==> config.mk <==
export PLATFORM = sky130hd
export DESIGN_NAME = pmi_command
export DESIGN_NICKNAME = d
export VERILOG_FILES = /design/src/rtl/pmi_command.v /design/src/rtl/pmi_sync.v
export VERILOG_INCLUDE_DIRS = /design/src /design/src/rtl
export SDC_FILE = /design/constraint.sdc
export NUM_CORES = 1
export LEC_CHECK = 0
export ABC_AREA = 1
export BUFFER_PORTS_ARGS = -buffer_cell sky130_fd_sc_hd__buf_2
export CORE_UTILIZATION = 45
export DETAILED_ROUTE_END_ITERATION = 8
export PLACE_DENSITY_LB_ADDON = 0.3
export SLEW_MARGIN = 20
export SYNTH_ARGS = -nofsm -noshare
export SYNTH_HDL_FRONTEND = slang
export SYNTH_HIERARCHICAL = 1
export SYNTH_SLANG_ARGS = --single-unit
==> constraint.sdc <==
create_clock -name SYS_CLK -period 2.4 [get_ports SYS_CLK]
set_clock_uncertainty 0.2 [all_clocks]
set_input_delay 0.12 -clock SYS_CLK [delete_from_list [all_inputs] [get_ports SYS_CLK]]
set_output_delay 0.12 -clock SYS_CLK [all_outputs]
set_load 0.005 [all_outputs]
==> src/rtl/pmi_consts.vh <==
// constants for the power monitor command interpreter
// assumes inclusion by bare name from the design files
`ifndef PMI_CONSTS_VH
`define PMI_CONSTS_VH

// bus address: upper five bits fixed, two low bits from the select pin
`define PMI_ADDR_UPPER     5'h0B

// register-select byte codes (low two bits)
`define PMI_SEL_ALERT_EN   2'h1
`define PMI_SEL_THRESHOLD  2'h2
`define PMI_SEL_CONTROL    2'h3

// command byte bit positions
`define PMI_CMD_VCONT      0
`define PMI_CMD_VONCE      1
`define PMI_CMD_ACONT      2
`define PMI_CMD_AONCE      3
`define PMI_CMD_DIVSEL     4
`define PMI_CMD_SPARE      5
`define PMI_CMD_STATUS     6

// alert-enable bit positions
`define PMI_AEN_SINGLE     0
`define PMI_AEN_QUAD       1
`define PMI_AEN_COMP       2
`define PMI_AEN_OFF        3
`define PMI_AEN_CLEAR      4

// status byte bit positions
`define PMI_ST_ADC_OC      0
`define PMI_ST_ADC_ALERT   1
`define PMI_ST_OC          2
`define PMI_ST_COMP_ALERT  3
`define PMI_ST_OFF         4
`define PMI_ST_OFF_ALERT   5

// reset values
`define PMI_RST_CMD        8'h00
`define PMI_RST_ALERT_EN   8'h04
`define PMI_RST_THRESHOLD  8'hFF
`define PMI_RST_CONTROL    8'h00

// consecutive exceedances for the quad trip
`define PMI_QUAD_COUNT     3'h4

`endif

==> src/rtl/pmi_command.v <==
// serial-bus slave command interpreter for a current and voltage monitor
// assumes SCL, SDA, address select and comparator inputs are asynchronous pins,
// and conversion results arrive from logic on SYS_CLK
`timescale 1ns/1ps
`include "pmi_consts.vh"

module pmi_command #(
    parameter CODE_W = 12                   // conversion result width
) (
    input  wire              SYS_CLK,         // system clock, 25 MHz
    input  wire              RST_N,           // synchronous reset, active low
    input  wire              SCL,             // bus clock pin
    input  wire              SDA_IN,          // bus data pin level
    output wire              SDA_OUT,         // bus data drive value, always low
    output reg               SDA_OE,          // pull data line low while high
    input  wire [1:0]        ADDR_SEL,        // address-select pin state
    input  wire              OC_PRESENT,      // overcurrent comparator output
    input  wire              TIMER_DONE,      // timer reached its threshold
    input  wire              CONV_DONE,       // conversion complete pulse
    input  wire              CONV_IS_AMP,     // completed conversion is current
    input  wire [CODE_W-1:0] CONV_CODE,       // completed conversion result
    input  wire [7:0]        READ_DATA,       // next readback byte from formatter
    output reg               READ_NEXT,       // pulse: READ_DATA taken
    output wire              VOLT_CONTINUOUS, // convert voltage continuously
    output wire              AMP_CONTINUOUS,  // convert current continuously
    output wire              VOLT_ONCE,       // single voltage conversion pending
    output wire              AMP_ONCE,        // single current conversion pending
    output wire              DIVIDER_SELECT,  // 0 fourteen-to-one, 1 seven-to-two
    output wire              STATUS_SELECT,   // reads return status byte
    output reg               ALERT            // alert output, active high
);

    localparam S_IDLE = 6'b000001;
    localparam S_ADDR = 6'b000010;
    localparam S_ACK  = 6'b000100;
    localparam S_WR   = 6'b001000;
    localparam S_RD   = 6'b010000;
    localparam S_RACK = 6'b100000;

    ////////////////////////////////////////////////////////////////////////////
    // pin synchronisers and bus condition detection

    wire [1:0] bus_s;
    wire [1:0] adr_s;
    wire [1:0] cmp_s;
    reg  [1:0] bus_d;

    // bus pins show idle high during reset, the other pins low
    pmi_sync #(.W(6), .RST_V(6'h30)) u_pin_sync (
        .clk  (SYS_CLK),
        .rst_n(RST_N),
        .din  ({SCL, SDA_IN, ADDR_SEL, OC_PRESENT, TIMER_DONE}),
        .dout ({bus_s, adr_s, cmp_s})
    );

    always @(posedge SYS_CLK) begin
        if (!RST_N) begin
            bus_d <= 2'h3;
        end else begin
            bus_d <= bus_s;
        end
    end

    wire scl      = bus_s[1];
    wire sda      = bus_s[0];
    wire scl_rise = scl & ~bus_d[1];
    wire scl_fall = ~scl & bus_d[1];
    wire start_c  = scl & bus_d[1] & bus_d[0] & ~sda;
    wire stop_c   = scl & bus_d[1] & ~bus_d[0] & sda;
    wire [6:0] own_addr = {`PMI_ADDR_UPPER, adr_s};

    ////////////////////////////////////////////////////////////////////////////
    // registers and alert state

    reg [7:0] cmd;
    reg [7:0] alert_enable;
    reg [7:0] alert_threshold;
    reg [7:0] control;
    reg       data_valid;
    reg       adc_oc;
    reg       adc_alert;
    reg       comparator_fault_latch;
    reg       off_alert;
    reg [2:0] exceed_cnt;

    assign VOLT_CONTINUOUS = cmd[`PMI_CMD_VCONT];
    assign VOLT_ONCE       = cmd[`PMI_CMD_VONCE];
    assign AMP_CONTINUOUS  = cmd[`PMI_CMD_ACONT];
    assign AMP_ONCE        = cmd[`PMI_CMD_AONCE];
    assign DIVIDER_SELECT  = cmd[`PMI_CMD_DIVSEL];
    assign STATUS_SELECT   = cmd[`PMI_CMD_STATUS];
    assign SDA_OUT         = 1'b0;

    wire software_off   = control[0];
    wire arm_single     = alert_enable[`PMI_AEN_SINGLE];
    wire arm_quad       = alert_enable[`PMI_AEN_QUAD];
    wire arm_comp       = alert_enable[`PMI_AEN_COMP];
    wire arm_off        = alert_enable[`PMI_AEN_OFF];
    wire clear_req      = alert_enable[`PMI_AEN_CLEAR];
    wire once_pending   = VOLT_ONCE | AMP_ONCE;
    wire amp_done       = CONV_DONE & CONV_IS_AMP;
    wire exceed         = CONV_CODE[CODE_W-1:CODE_W-8] > alert_threshold;
    wire quad_hit       = arm_quad & (exceed_cnt >= (`PMI_QUAD_COUNT - 3'h1));
    wire set_adc        = amp_done & exceed & (arm_single | quad_hit);
    wire set_comp       = arm_comp & cmp_s[1] & cmp_s[0];
    wire set_off        = arm_off & software_off;

    wire [7:0] status_byte = {2'h0, off_alert, software_off, comparator_fault_latch,
                              cmp_s[1], adc_alert, adc_oc};

    ////////////////////////////////////////////////////////////////////////////
    // bus transfer state machine

    reg [5:0] state;
    reg [3:0] bitcnt;
    reg [7:0] shreg;
    reg [7:0] txreg;
    reg       is_read;
    reg [1:0] byte_idx;
    reg       master_ack;
    reg       cmd_pend;
    reg [7:0] cmd_byte;
    reg       sel_seen;
    reg [1:0] sel_code;
    reg       ext_pend;
    reg [7:0] ext_byte;

    wire commit = stop_c | start_c;

    // readback byte: status, zeros before first conversion, or formatter data
    wire [7:0] rd_byte = STATUS_SELECT ? status_byte :
                         (data_valid ? READ_DATA : 8'h00);

    always @(posedge SYS_CLK) begin
        if (!RST_N) begin
            state      <= S_IDLE;
            bitcnt     <= 4'h0;
            shreg      <= 8'h00;
            txreg      <= 8'h00;
            is_read    <= 1'b0;
            byte_idx   <= 2'h0;
            master_ack <= 1'b0;
            SDA_OE     <= 1'b0;
            READ_NEXT  <= 1'b0;
            cmd_pend   <= 1'b0;
            cmd_byte   <= 8'h00;
            sel_seen   <= 1'b0;
            sel_code   <= 2'h0;
            ext_pend   <= 1'b0;
            ext_byte   <= 8'h00;
        end else begin
            READ_NEXT <= 1'b0;
            if (commit) begin
                cmd_pend <= 1'b0;
                ext_pend <= 1'b0;
                sel_seen <= 1'b0;
                SDA_OE   <= 1'b0;
                bitcnt   <= 4'h0;
                byte_idx <= 2'h0;
                state    <= start_c ? S_ADDR : S_IDLE;
            end else begin
                case (state)
                    S_ADDR: begin
                        if (scl_rise) begin
                            shreg  <= {shreg[6:0], sda};
                            bitcnt <= bitcnt + 4'h1;
                        end else if (scl_fall && bitcnt == 4'h8) begin
                            is_read <= shreg[0];
                            if (shreg[7:1] == own_addr && !(shreg[0] && once_pending)) begin
                                SDA_OE <= 1'b1;
                                state  <= S_ACK;
                            end else begin
                                state <= S_IDLE;
                            end
                        end
                    end
                    S_ACK: begin
                        if (scl_fall) begin
                            bitcnt <= 4'h0;
                            if (is_read) begin
                                txreg     <= rd_byte;
                                SDA_OE    <= ~rd_byte[7];
                                READ_NEXT <= ~STATUS_SELECT;
                                state     <= S_RD;
                            end else begin
                                SDA_OE <= 1'b0;
                                state  <= S_WR;
                            end
                        end
                    end
                    S_WR: begin
                        if (scl_rise) begin
                            shreg  <= {shreg[6:0], sda};
                            bitcnt <= bitcnt + 4'h1;
                        end else if (scl_fall && bitcnt == 4'h8) begin
                            if (byte_idx == 2'h0) begin
                                SDA_OE   <= 1'b1;
                                state    <= S_ACK;
                                byte_idx <= 2'h1;
                                if (!shreg[7]) begin
                                    cmd_pend <= 1'b1;
                                    cmd_byte <= shreg;
                                end else begin
                                    sel_seen <= 1'b1;
                                    sel_code <= shreg[1:0];
                                end
                            end else if (byte_idx == 2'h1 && sel_seen) begin
                                SDA_OE   <= 1'b1;
                                state    <= S_ACK;
                                byte_idx <= 2'h2;
                                ext_pend <= 1'b1;
                                ext_byte <= shreg;
                            end else begin
                                // bytes beyond the documented forms are refused
                                cmd_pend <= 1'b0;
                                ext_pend <= 1'b0;
                                state    <= S_IDLE;
                            end
                        end
                    end
                    S_RD: begin
                        if (scl_rise) begin
                            bitcnt <= bitcnt + 4'h1;
                        end else if (scl_fall) begin
                            if (bitcnt == 4'h8) begin
                                SDA_OE <= 1'b0;
                                state  <= S_RACK;
                            end else begin
                                txreg  <= {txreg[6:0], 1'b0};
                                SDA_OE <= ~txreg[6];
                            end
                        end
                    end
                    S_RACK: begin
                        if (scl_rise) begin
                            master_ack <= ~sda;
                        end else if (scl_fall) begin
                            bitcnt <= 4'h0;
                            if (master_ack) begin
                                txreg     <= rd_byte;
                                SDA_OE    <= ~rd_byte[7];
                                READ_NEXT <= ~STATUS_SELECT;
                                state     <= S_RD;
                            end else begin
                                state <= S_IDLE;
                            end
                        end
                    end
                    default: begin
                        SDA_OE <= 1'b0;
                        state  <= S_IDLE;
                    end
                endcase
            end
        end
    end

    ////////////////////////////////////////////////////////////////////////////
    // command and extended registers

    wire load_cmd = commit & cmd_pend;
    wire load_ext = commit & ext_pend;

    always @(posedge SYS_CLK) begin
        if (!RST_N) begin
            cmd             <= `PMI_RST_CMD;
            alert_enable    <= `PMI_RST_ALERT_EN;
            alert_threshold <= `PMI_RST_THRESHOLD;
            control         <= `PMI_RST_CONTROL;
            data_valid      <= 1'b0;
        end else begin
            if (load_cmd) begin
                cmd <= {1'b0, cmd_byte[6:0]};
            end else begin
                // one-shot requests drop when their conversion completes
                if (CONV_DONE && !CONV_IS_AMP) begin
                    cmd[`PMI_CMD_VONCE] <= 1'b0;
                end
                if (amp_done) begin
                    cmd[`PMI_CMD_AONCE] <= 1'b0;
                end
            end
            if (load_cmd && (cmd_byte[`PMI_CMD_VCONT] || cmd_byte[`PMI_CMD_ACONT])) begin
                data_valid <= 1'b0;
            end else if (CONV_DONE) begin
                data_valid <= 1'b1;
            end
            if (load_ext && sel_code == `PMI_SEL_ALERT_EN) begin
                alert_enable <= ext_byte;
            end else if (clear_req) begin
                alert_enable[`PMI_AEN_CLEAR] <= 1'b0;
            end
            if (load_ext && sel_code == `PMI_SEL_THRESHOLD) begin
                alert_threshold <= ext_byte;
            end
            if (load_ext && sel_code == `PMI_SEL_CONTROL) begin
                control <= ext_byte;
            end
        end
    end

    ////////////////////////////////////////////////////////////////////////////
    // alert latches and output

    always @(posedge SYS_CLK) begin
        if (!RST_N) begin
            exceed_cnt             <= 3'h0;
            adc_oc                 <= 1'b0;
            adc_alert              <= 1'b0;
            comparator_fault_latch <= 1'b0;
            off_alert              <= 1'b0;
            ALERT                  <= 1'b0;
        end else begin
            if (amp_done) begin
                adc_oc <= exceed;
                if (!exceed) begin
                    exceed_cnt <= 3'h0;
                end else if (exceed_cnt < `PMI_QUAD_COUNT) begin
                    exceed_cnt <= exceed_cnt + 3'h1;
                end
            end
            // set wins over clear so a persisting source re-latches at once
            if (set_adc) begin
                adc_alert <= 1'b1;
            end else if (clear_req) begin
                adc_alert <= 1'b0;
            end
            if (set_comp) begin
                comparator_fault_latch <= 1'b1;
            end else if (clear_req) begin
                comparator_fault_latch <= 1'b0;
            end
            if (set_off) begin
                off_alert <= 1'b1;
            end else if (clear_req) begin
                off_alert <= 1'b0;
            end
            ALERT <= (adc_alert | comparator_fault_latch) & ~(arm_off & software_off);
        end
    end

endmodule // pmi_command

==> src/rtl/pmi_sync.v <==
// two-flop synchroniser for a group of level inputs
// assumes inputs are asynchronous to clk; reset is synchronous, active low
`timescale 1ns/1ps

module pmi_sync #(
    parameter W     = 1,                // number of bits
    parameter RST_V = 0                 // value shown during reset
) (
    input  wire         clk,            // sampling clock
    input  wire         rst_n,          // synchronous reset, active low
    input  wire [W-1:0] din,            // asynchronous inputs
    output reg  [W-1:0] dout            // synchronised outputs
);

    reg [W-1:0] stage1;

    always @(posedge clk) begin
        if (!rst_n) begin
            stage1 <= RST_V[W-1:0];
            dout   <= RST_V[W-1:0];
        end else begin
            stage1 <= din;
            dout   <= stage1;
        end
    end

endmodule // pmi_sync

==> impl_metrics.yaml, run 1 <==
outcome:
  outcome: "finished, final reports clean"
logic_synthesis:
  post_synthesis_compound_gate_area_fraction: 0.141
  largest_family_of_logic_cells_by_synthesized_area: "simple AND/OR/NAND/NOR gates"
  yosys.area.top_type: "sky130_fd_sc_hd__dfxtp_1"
  synth.distinct_cells: 39
  synth_fp_nets: 655
  synth_cells: 613
  ff_latch_count_synth: 93
  mappedNetlistArea_um2: 4360
  yosys_warnings: 6
  synth-simple-area-share: 0.284
  synth_adder_area_share: 0.0344
  post_synth_main_area_contributors: "sky130_fd_sc_hd__dfxtp_1 (43%), sky130_fd_sc_hd__nand2_1 (12%), sky130_fd_sc_hd__inv_1 (8.1%)"
  post_synth_xor_area_fraction: 0.00401
  postSynthAreaPerCell_um2: 7.12
  synth_top_cell_area_share: 0.427
  muxShareOfSynthArea: 0
  synth_seq_area_share: 0.427
flow_run:
  max_cap_violations: 0
placed_design:
  detailed_placement_wirelength_estimate_mm: 6.95
  port_buffers: 34
  post-place-cells: 763
  gp_routability_congestion: 0.854
  postPlaceCellArea_um2: 4620
min_path:
  holdCritPathClass: "primary input to flop"
clocking:
  ctsResizeCount: 0
  clock_sinks: 93
  clock_latency_on_the_worst_skew_pair_ns: 0.35
  clock_path_buffers: 2
  clk_pin_slew_ns: 0.09
  clk_root_buffer_cell: "sky130_fd_sc_hd__clkbuf_8"
  clock_tree_from_tritoncts: "yes"
  total_clock_buffers_created_by_cts: 9
  cts.htree.levels: 3
power_and_ir_drop:
  pwr_density_cell_nw_per_um2: 534
  power.static_leakage_nw: 2.39
  fin_total_pwr_w: 0.00265
  ir_drop_mv: 0.227
die:
  initial_core_utilization: 0.468
  rows: 35
  core_area_um2: 9330
  floorplan.io_pins: 40
  dieWidth_um: 100
  die_y_um: 100
  floorplan.die_area_um2: 10100
global_route:
  pin_count_of_the_biggest_net_entering_global_routing: 38
  grt_pass1_wl_mm: 16.0
  antenna_found_initial: 0
  grt_pass1_vias: 3568
  sum_of_overflow_across_all_layers_after_global_routing: 0
  global_route.usage.total: 0.201
final_layout:
  area_delta_synth_final_pct: 13.8
  final_nets: 703
  diodes: 0
  utilization: 0.533
  layout.cell_area.non_filler_um2: 4970
  post_layout_nonfiller_instances: 795
  final_layout_size_suffix_gt1_frac: 0.122
timing:
  period_share: 0.892
  slew_headroom: 0.645
  hold_viol: 0
  final-max-slew-violation-count: 0
  grt_setup_unrepaired: "no"
  finalSetupViolCount: 0
  tns_ns: 0
  min_period_ns: 2.14
  achievable-frequency_mhz: 467
  timing_worst_slew_pin_value_ns: 0.531
worst_setup_path:
  path_max_fanout: 13
  path_class: "flop to flop"
  cp.required_ns: 2.46
  cp.arrival_ns: 2.20
  setup.worst_path.end_class: "flop"
  crit_path_start_kind: "flop"
drt:
  final_wl_mm: 9.37
  post-route-drc-count: 0
  detail_route.first_pass.iterations: 5
  detail-route-antenna-nets: 0
  via_per_inst: 4.86
  overall_via_count_from_detail_route: 3862
  drt_first_iter_violations: 183
  post_drt_wl_per_cell_um: 11.8
==> state kept, by name (all words and copies together) (netlist names), 6 cells and up <==
| register | cells |
|---|---|
| shreg | 8 |
| cmd_byte | 6 |
| u_pin_sync/dout | 6 |
| state | 6 |
| alert_threshold | 8 |
| ext_byte | 8 |
| cmd | 6 |
| u_pin_sync/stage1 | 6 |
| txreg | 7 |
==> synthesized netlist by cell type (all sizes together) <==
cell and instances:
nand2 146, inv 95, dfxtp 93, nor2 66
a21oi 59, nand3 47, o21ai 40, ha 12
buf 10, clkbuf 8, nand4 7, o211ai 7
a211oi 5, nor3 4, and2 2, clkinv 2
nand3b 2, xor2 2, a21boi 1, a21o 1
conb 1, nor4 1, o31ai 1, or2 1
==> cell type report <==
type | instances | area [um2]
fillers | 922 | 4360
multi-input cells | 405 | 2020
flip-flops and latches | 93 | 1860
repair buffers | 55 | 378
inverters | 97 | 365
well taps | 129 | 161
clock buffers | 11 | 141
clock inverters | 5 | 35.0
==> final timing paths <==
| path | cells past startpoint | from | to | slack, ns |
|---|---|---|---|---|
| worst max-delay path | 9 | state[2] | state[4] | 0.26 |
| worst min-delay path | 7 | READ_DATA[6] | txreg[6] | 0.07 |
| worst max register to register | 9 | state[2] | state[4] | 0.26 |
| worst min register to register | 2 | u_pin_sync/stage1[5] | u_pin_sync/dout[5] | 0.21 |
==> where the power goes <==
part           leakage, nW  switching [W]  internal [W]  total (W)
Sequential           0.753     0.00000683       0.00156    0.00156
Clock               0.0897       0.000536      0.000407   0.000944
Combinational         1.55      0.0000833     0.0000617   0.000145
Total                 2.39       0.000626       0.00203    0.00265
==> what timing repair did <==
| item | 4_1_cts | 5_1_grt |
|---|---|---|
| setup endpoints to repair | 0 | 3 |
| endpoints found under the hold margin | 12 | 0 |
| setup buffers | 0 | 1 |
| hold buffers | 15 | 0 |
==> kinds of logic (layout without fill, tap and decap cells) <==
logic type,after synthesis,count (layout)
XOR/XNOR,2,2
other,1,1
adder cells (fa/ha/maj),12,12
AND/OR/NAND/NOR,276,276
flip-flops,93,93
buffers and inverters,115,168
AO/OA/AOI/OAI,114,114
==> per-stage QoR <==
stage | hold slack, ns | setup slack [ns]
global route | 0.107 | 0.0369
global placement | 0.0926 | 0.340
floorplan | 0.00482 | 0.649
detailed placement | 0.0955 | 0.271
CTS | 0.0518 | 0.245
finish | 0.0669 | 0.260
==> metal layers <==
metal / wire (um) / global-route usage
met2: 4420 / 0.340
met1: 4470 / 0.254
met5: 0 / 0
met4: 108 / 0.0803
met3: 366 / 0.0361
==> layout by cell type, fill, tap and decap left out, types with 2 or more instances in the layout <==
cell type                       netlist  routed
sky130_fd_sc_hd__o21ai_2              2       2
sky130_fd_sc_hd__nor3_4               2       2
sky130_fd_sc_hd__dfxtp_1             93      93
sky130_fd_sc_hd__nor2_2               6       6
sky130_fd_sc_hd__o211ai_1             7       7
sky130_fd_sc_hd__nor3_1               2       2
sky130_fd_sc_hd__a21oi_1             59      59
sky130_fd_sc_hd__buf_2                3      34
sky130_fd_sc_hd__ha_1                12      12
sky130_fd_sc_hd__clkbuf_8             0      10
sky130_fd_sc_hd__xor2_1               2       2
sky130_fd_sc_hd__dlygate4sd3_1        0      15
sky130_fd_sc_hd__nand4_1              7       7
sky130_fd_sc_hd__nor2_4               2       2
sky130_fd_sc_hd__nor2_1              58      58
sky130_fd_sc_hd__a211oi_1             5       5
sky130_fd_sc_hd__nand2_1            141     141
sky130_fd_sc_hd__buf_4                2       5
sky130_fd_sc_hd__nand2_2              3       3
sky130_fd_sc_hd__clkinv_2             1       3
sky130_fd_sc_hd__nand2_4              2       2
sky130_fd_sc_hd__inv_1               94      94
sky130_fd_sc_hd__nand3b_1             2       2
sky130_fd_sc_hd__nand3_1             42      42
sky130_fd_sc_hd__o21ai_0             37      37
sky130_fd_sc_hd__nand3_2              5       5
==> worst max-delay path: stages, from the launching register on <==
cell and delay [ns]:
sky130_fd_sc_hd__dfxtp_1 0.36, sky130_fd_sc_hd__nor2_2 0.23, sky130_fd_sc_hd__nand3_2 0.28, sky130_fd_sc_hd__inv_1 0.32, sky130_fd_sc_hd__nand2_1 0.13, sky130_fd_sc_hd__nor2_1 0.13, sky130_fd_sc_hd__nor2_2 0.08, sky130_fd_sc_hd__and2_4 0.18
sky130_fd_sc_hd__nor2_1 0.10, sky130_fd_sc_hd__nor2_1 0.04
No activity file was read; power rests on OpenSTA's default activity.
==> run 2: changes to the inputs <==
--- a/config.mk
+++ b/config.mk
@@ -8,7 +8,7 @@
 export LEC_CHECK = 0
 export ABC_AREA = 1
 export BUFFER_PORTS_ARGS = -buffer_cell sky130_fd_sc_hd__buf_2
-export CORE_UTILIZATION = 45
+export CORE_UTILIZATION = 59
 export DETAILED_ROUTE_END_ITERATION = 8
 export PLACE_DENSITY_LB_ADDON = 0.3
 export SLEW_MARGIN = 20
==> impl_metrics.yaml, run 2 (synthesis gave the netlist of run 1 again) <==
worst_setup_path:
  crit_path_start_kind: "flop"
  cp.required_ns: 2.50
  path_max_fanout: 16
  cp.arrival_ns: 2.27
  path_class: "flop to flop"
  setup.worst_path.end_class: "flop"
drt:
  final_wl_mm: 9.55
  wl_met1_mm: 4.37
  post-route-drc-count: 0
  detailroute.wirelength.met3_um: 440
  via_per_inst: 5.23
  overall_via_count_from_detail_route: 3948
  wl_met2_mm: 4.53
  post_drt_wl_per_cell_um: 12.7
  dr.max_layer_used: "met4"
  detail_route.first_pass.iterations: 4
  detail-route-antenna-nets: 0
  drt_first_iter_violations: 261
clocking:
  clock_latency_on_the_worst_skew_pair_ns: 0.36
  clk_root_buffer_cell: "sky130_fd_sc_hd__clkbuf_8"
  cts.htree.levels: 3
  clk_pin_slew_ns: 0.09
  ctsResizeCount: 0
  clock_path_buffers: 2
  clock_sinks: 93
  clock_tree_from_tritoncts: "yes"
  total_clock_buffers_created_by_cts: 9
power_and_ir_drop:
  power.static_leakage_nw: 2.38
  ir_drop_mv: 0.504
  fin_total_pwr_w: 0.00283
  pwr_density_cell_nw_per_um2: 579
die:
  floorplan.die_area_um2: 7740
  dieWidth_um: 88.0
  rows: 30
  floorplan.io_pins: 40
  core_area_um2: 6980
  initial_core_utilization: 0.625
  die_y_um: 88.0
global_route:
  grt_pass1_wl_mm: 16.2
  grt_pass1_vias: 3703
  sum_of_overflow_across_all_layers_after_global_routing: 0
  pin_count_of_the_biggest_net_entering_global_routing: 42
  global_route.usage.total: 0.270
  antenna_found_initial: 0
placed_design:
  dp_slack_ns: 0.280
  detailed_placement_wirelength_estimate_mm: 6.99
  port_buffers: 34
  gp_routability_congestion: 0.944
timing:
  min_period_ns: 2.18
  grt_setup_unrepaired: "no"
  achievable-frequency_mhz: 459
  hold_viol: 0
  final-max-slew-violation-count: 0
  period_share: 0.907
  finalSetupViolCount: 0
  tns_ns: 0
  timing_worst_slew_pin_value_ns: 0.525
  final_critical_path_setup_slack_ns: 0.223
  slew_headroom: 0.649
final_layout:
  final_nets: 696
  mostFrequentLayoutCells: "sky130_fd_sc_hd__nand2_1 (141), sky130_fd_sc_hd__inv_1 (94), sky130_fd_sc_hd__dfxtp_1 (93)"
  final_layout_size_suffix_gt1_frac: 0.120
  diodes: 0
  largestRegisters: "alert_threshold (8), ext_byte (8), shreg (8)"
  final_common_cell: "sky130_fd_sc_hd__nand2_1"
  area_delta_synth_final_pct: 12.0
  nFillCells: 620
min_path:
  holdCritPathClass: "primary input to flop"
flow_run:
  max_cap_violations: 0
outcome:
  outcome: "finished, final reports clean"
[run 2: cell types whose count changed in the layout (fill, tap and decap cells not counted)]
cell / delta
sky130_fd_sc_hd__dlygate4sd3_1: -5
sky130_fd_sc_hd__bufinv_16: +2
sky130_fd_sc_hd__buf_12: -1
sky130_fd_sc_hd__buf_4: -1
sky130_fd_sc_hd__clkbuf_8: -1
sky130_fd_sc_hd__clkinv_4: -1
[run 2: timing repair]
action,4_1_cts,5_1_grt
setup buffers,0,0
hold endpoints to repair,14,0
hold buffers,10,0
[run 2: final cells by class]
type,instances,area [um2],area share
clock buffers,10,128,0.0261
clock inverters,6,86.3,0.0177
multi-input cells,405,2020,0.414
inverters,97,365,0.0748
flip-flops and latches,93,1860,0.381
repair buffers,48,300,0.0615
well taps,96,120,0.0246
[run 2: path summary, 6_finish.rpt]
path	from	endpoint	slack (ns)	cells after the start
setup reg to reg	bitcnt[0]	ext_byte[5]	0.22	8
hold reg to reg	u_pin_sync/stage1[5]	u_pin_sync/dout[5]	0.22	2
setup / recovery	bitcnt[0]	ext_byte[5]	0.22	8
hold / removal	READ_DATA[0]	txreg[0]	0.07	7
[run 2: power by group]
group / internal (W) / switching (W) / leakage (nW)
Combinational: 0.0000548 / 0.0000800 / 1.52
Clock: 0.000587 / 0.000541 / 0.107
Sequential: 0.00156 / 0.00000991 / 0.753
[run 2: layer usage]
metal | global-route usage | vias to the layer above
met3 | 0.0415 | 19
met1 | 0.346 | 1781
met2 | 0.450 | 118
li1 | - | 2030
met5 | 0 | -
met4 | 0.119 | 0
[run 2: stage by stage]
stage | std cells | hold slack, ns | util | instance area, um2
5_1_grt | 755 | 0.141 | 0.700 | 4890
3_3_place_gp | 729 | 0.0913 | 0.655 | 4570
2_1_floorplan | 613 | 0.00482 | - | 4360
4_1_cts | 755 | 0.0627 | 0.700 | 4890
6_report | 755 | 0.0682 | 0.700 | 4890
3_5_place_dp | 729 | 0.0952 | 0.655 | 4570
[run 2: worst max-delay path, cell delays in order (launching register included)]
cell and delay, ns:
sky130_fd_sc_hd__dfxtp_1 0.34, sky130_fd_sc_hd__inv_1 0.08, sky130_fd_sc_hd__ha_1 0.15, sky130_fd_sc_hd__nand2_1 0.05, sky130_fd_sc_hd__nor2_1 0.27, sky130_fd_sc_hd__nand2_2 0.21, sky130_fd_sc_hd__nor3_4 0.50, sky130_fd_sc_hd__o21ai_0 0.17
sky130_fd_sc_hd__a21oi_1 0.13
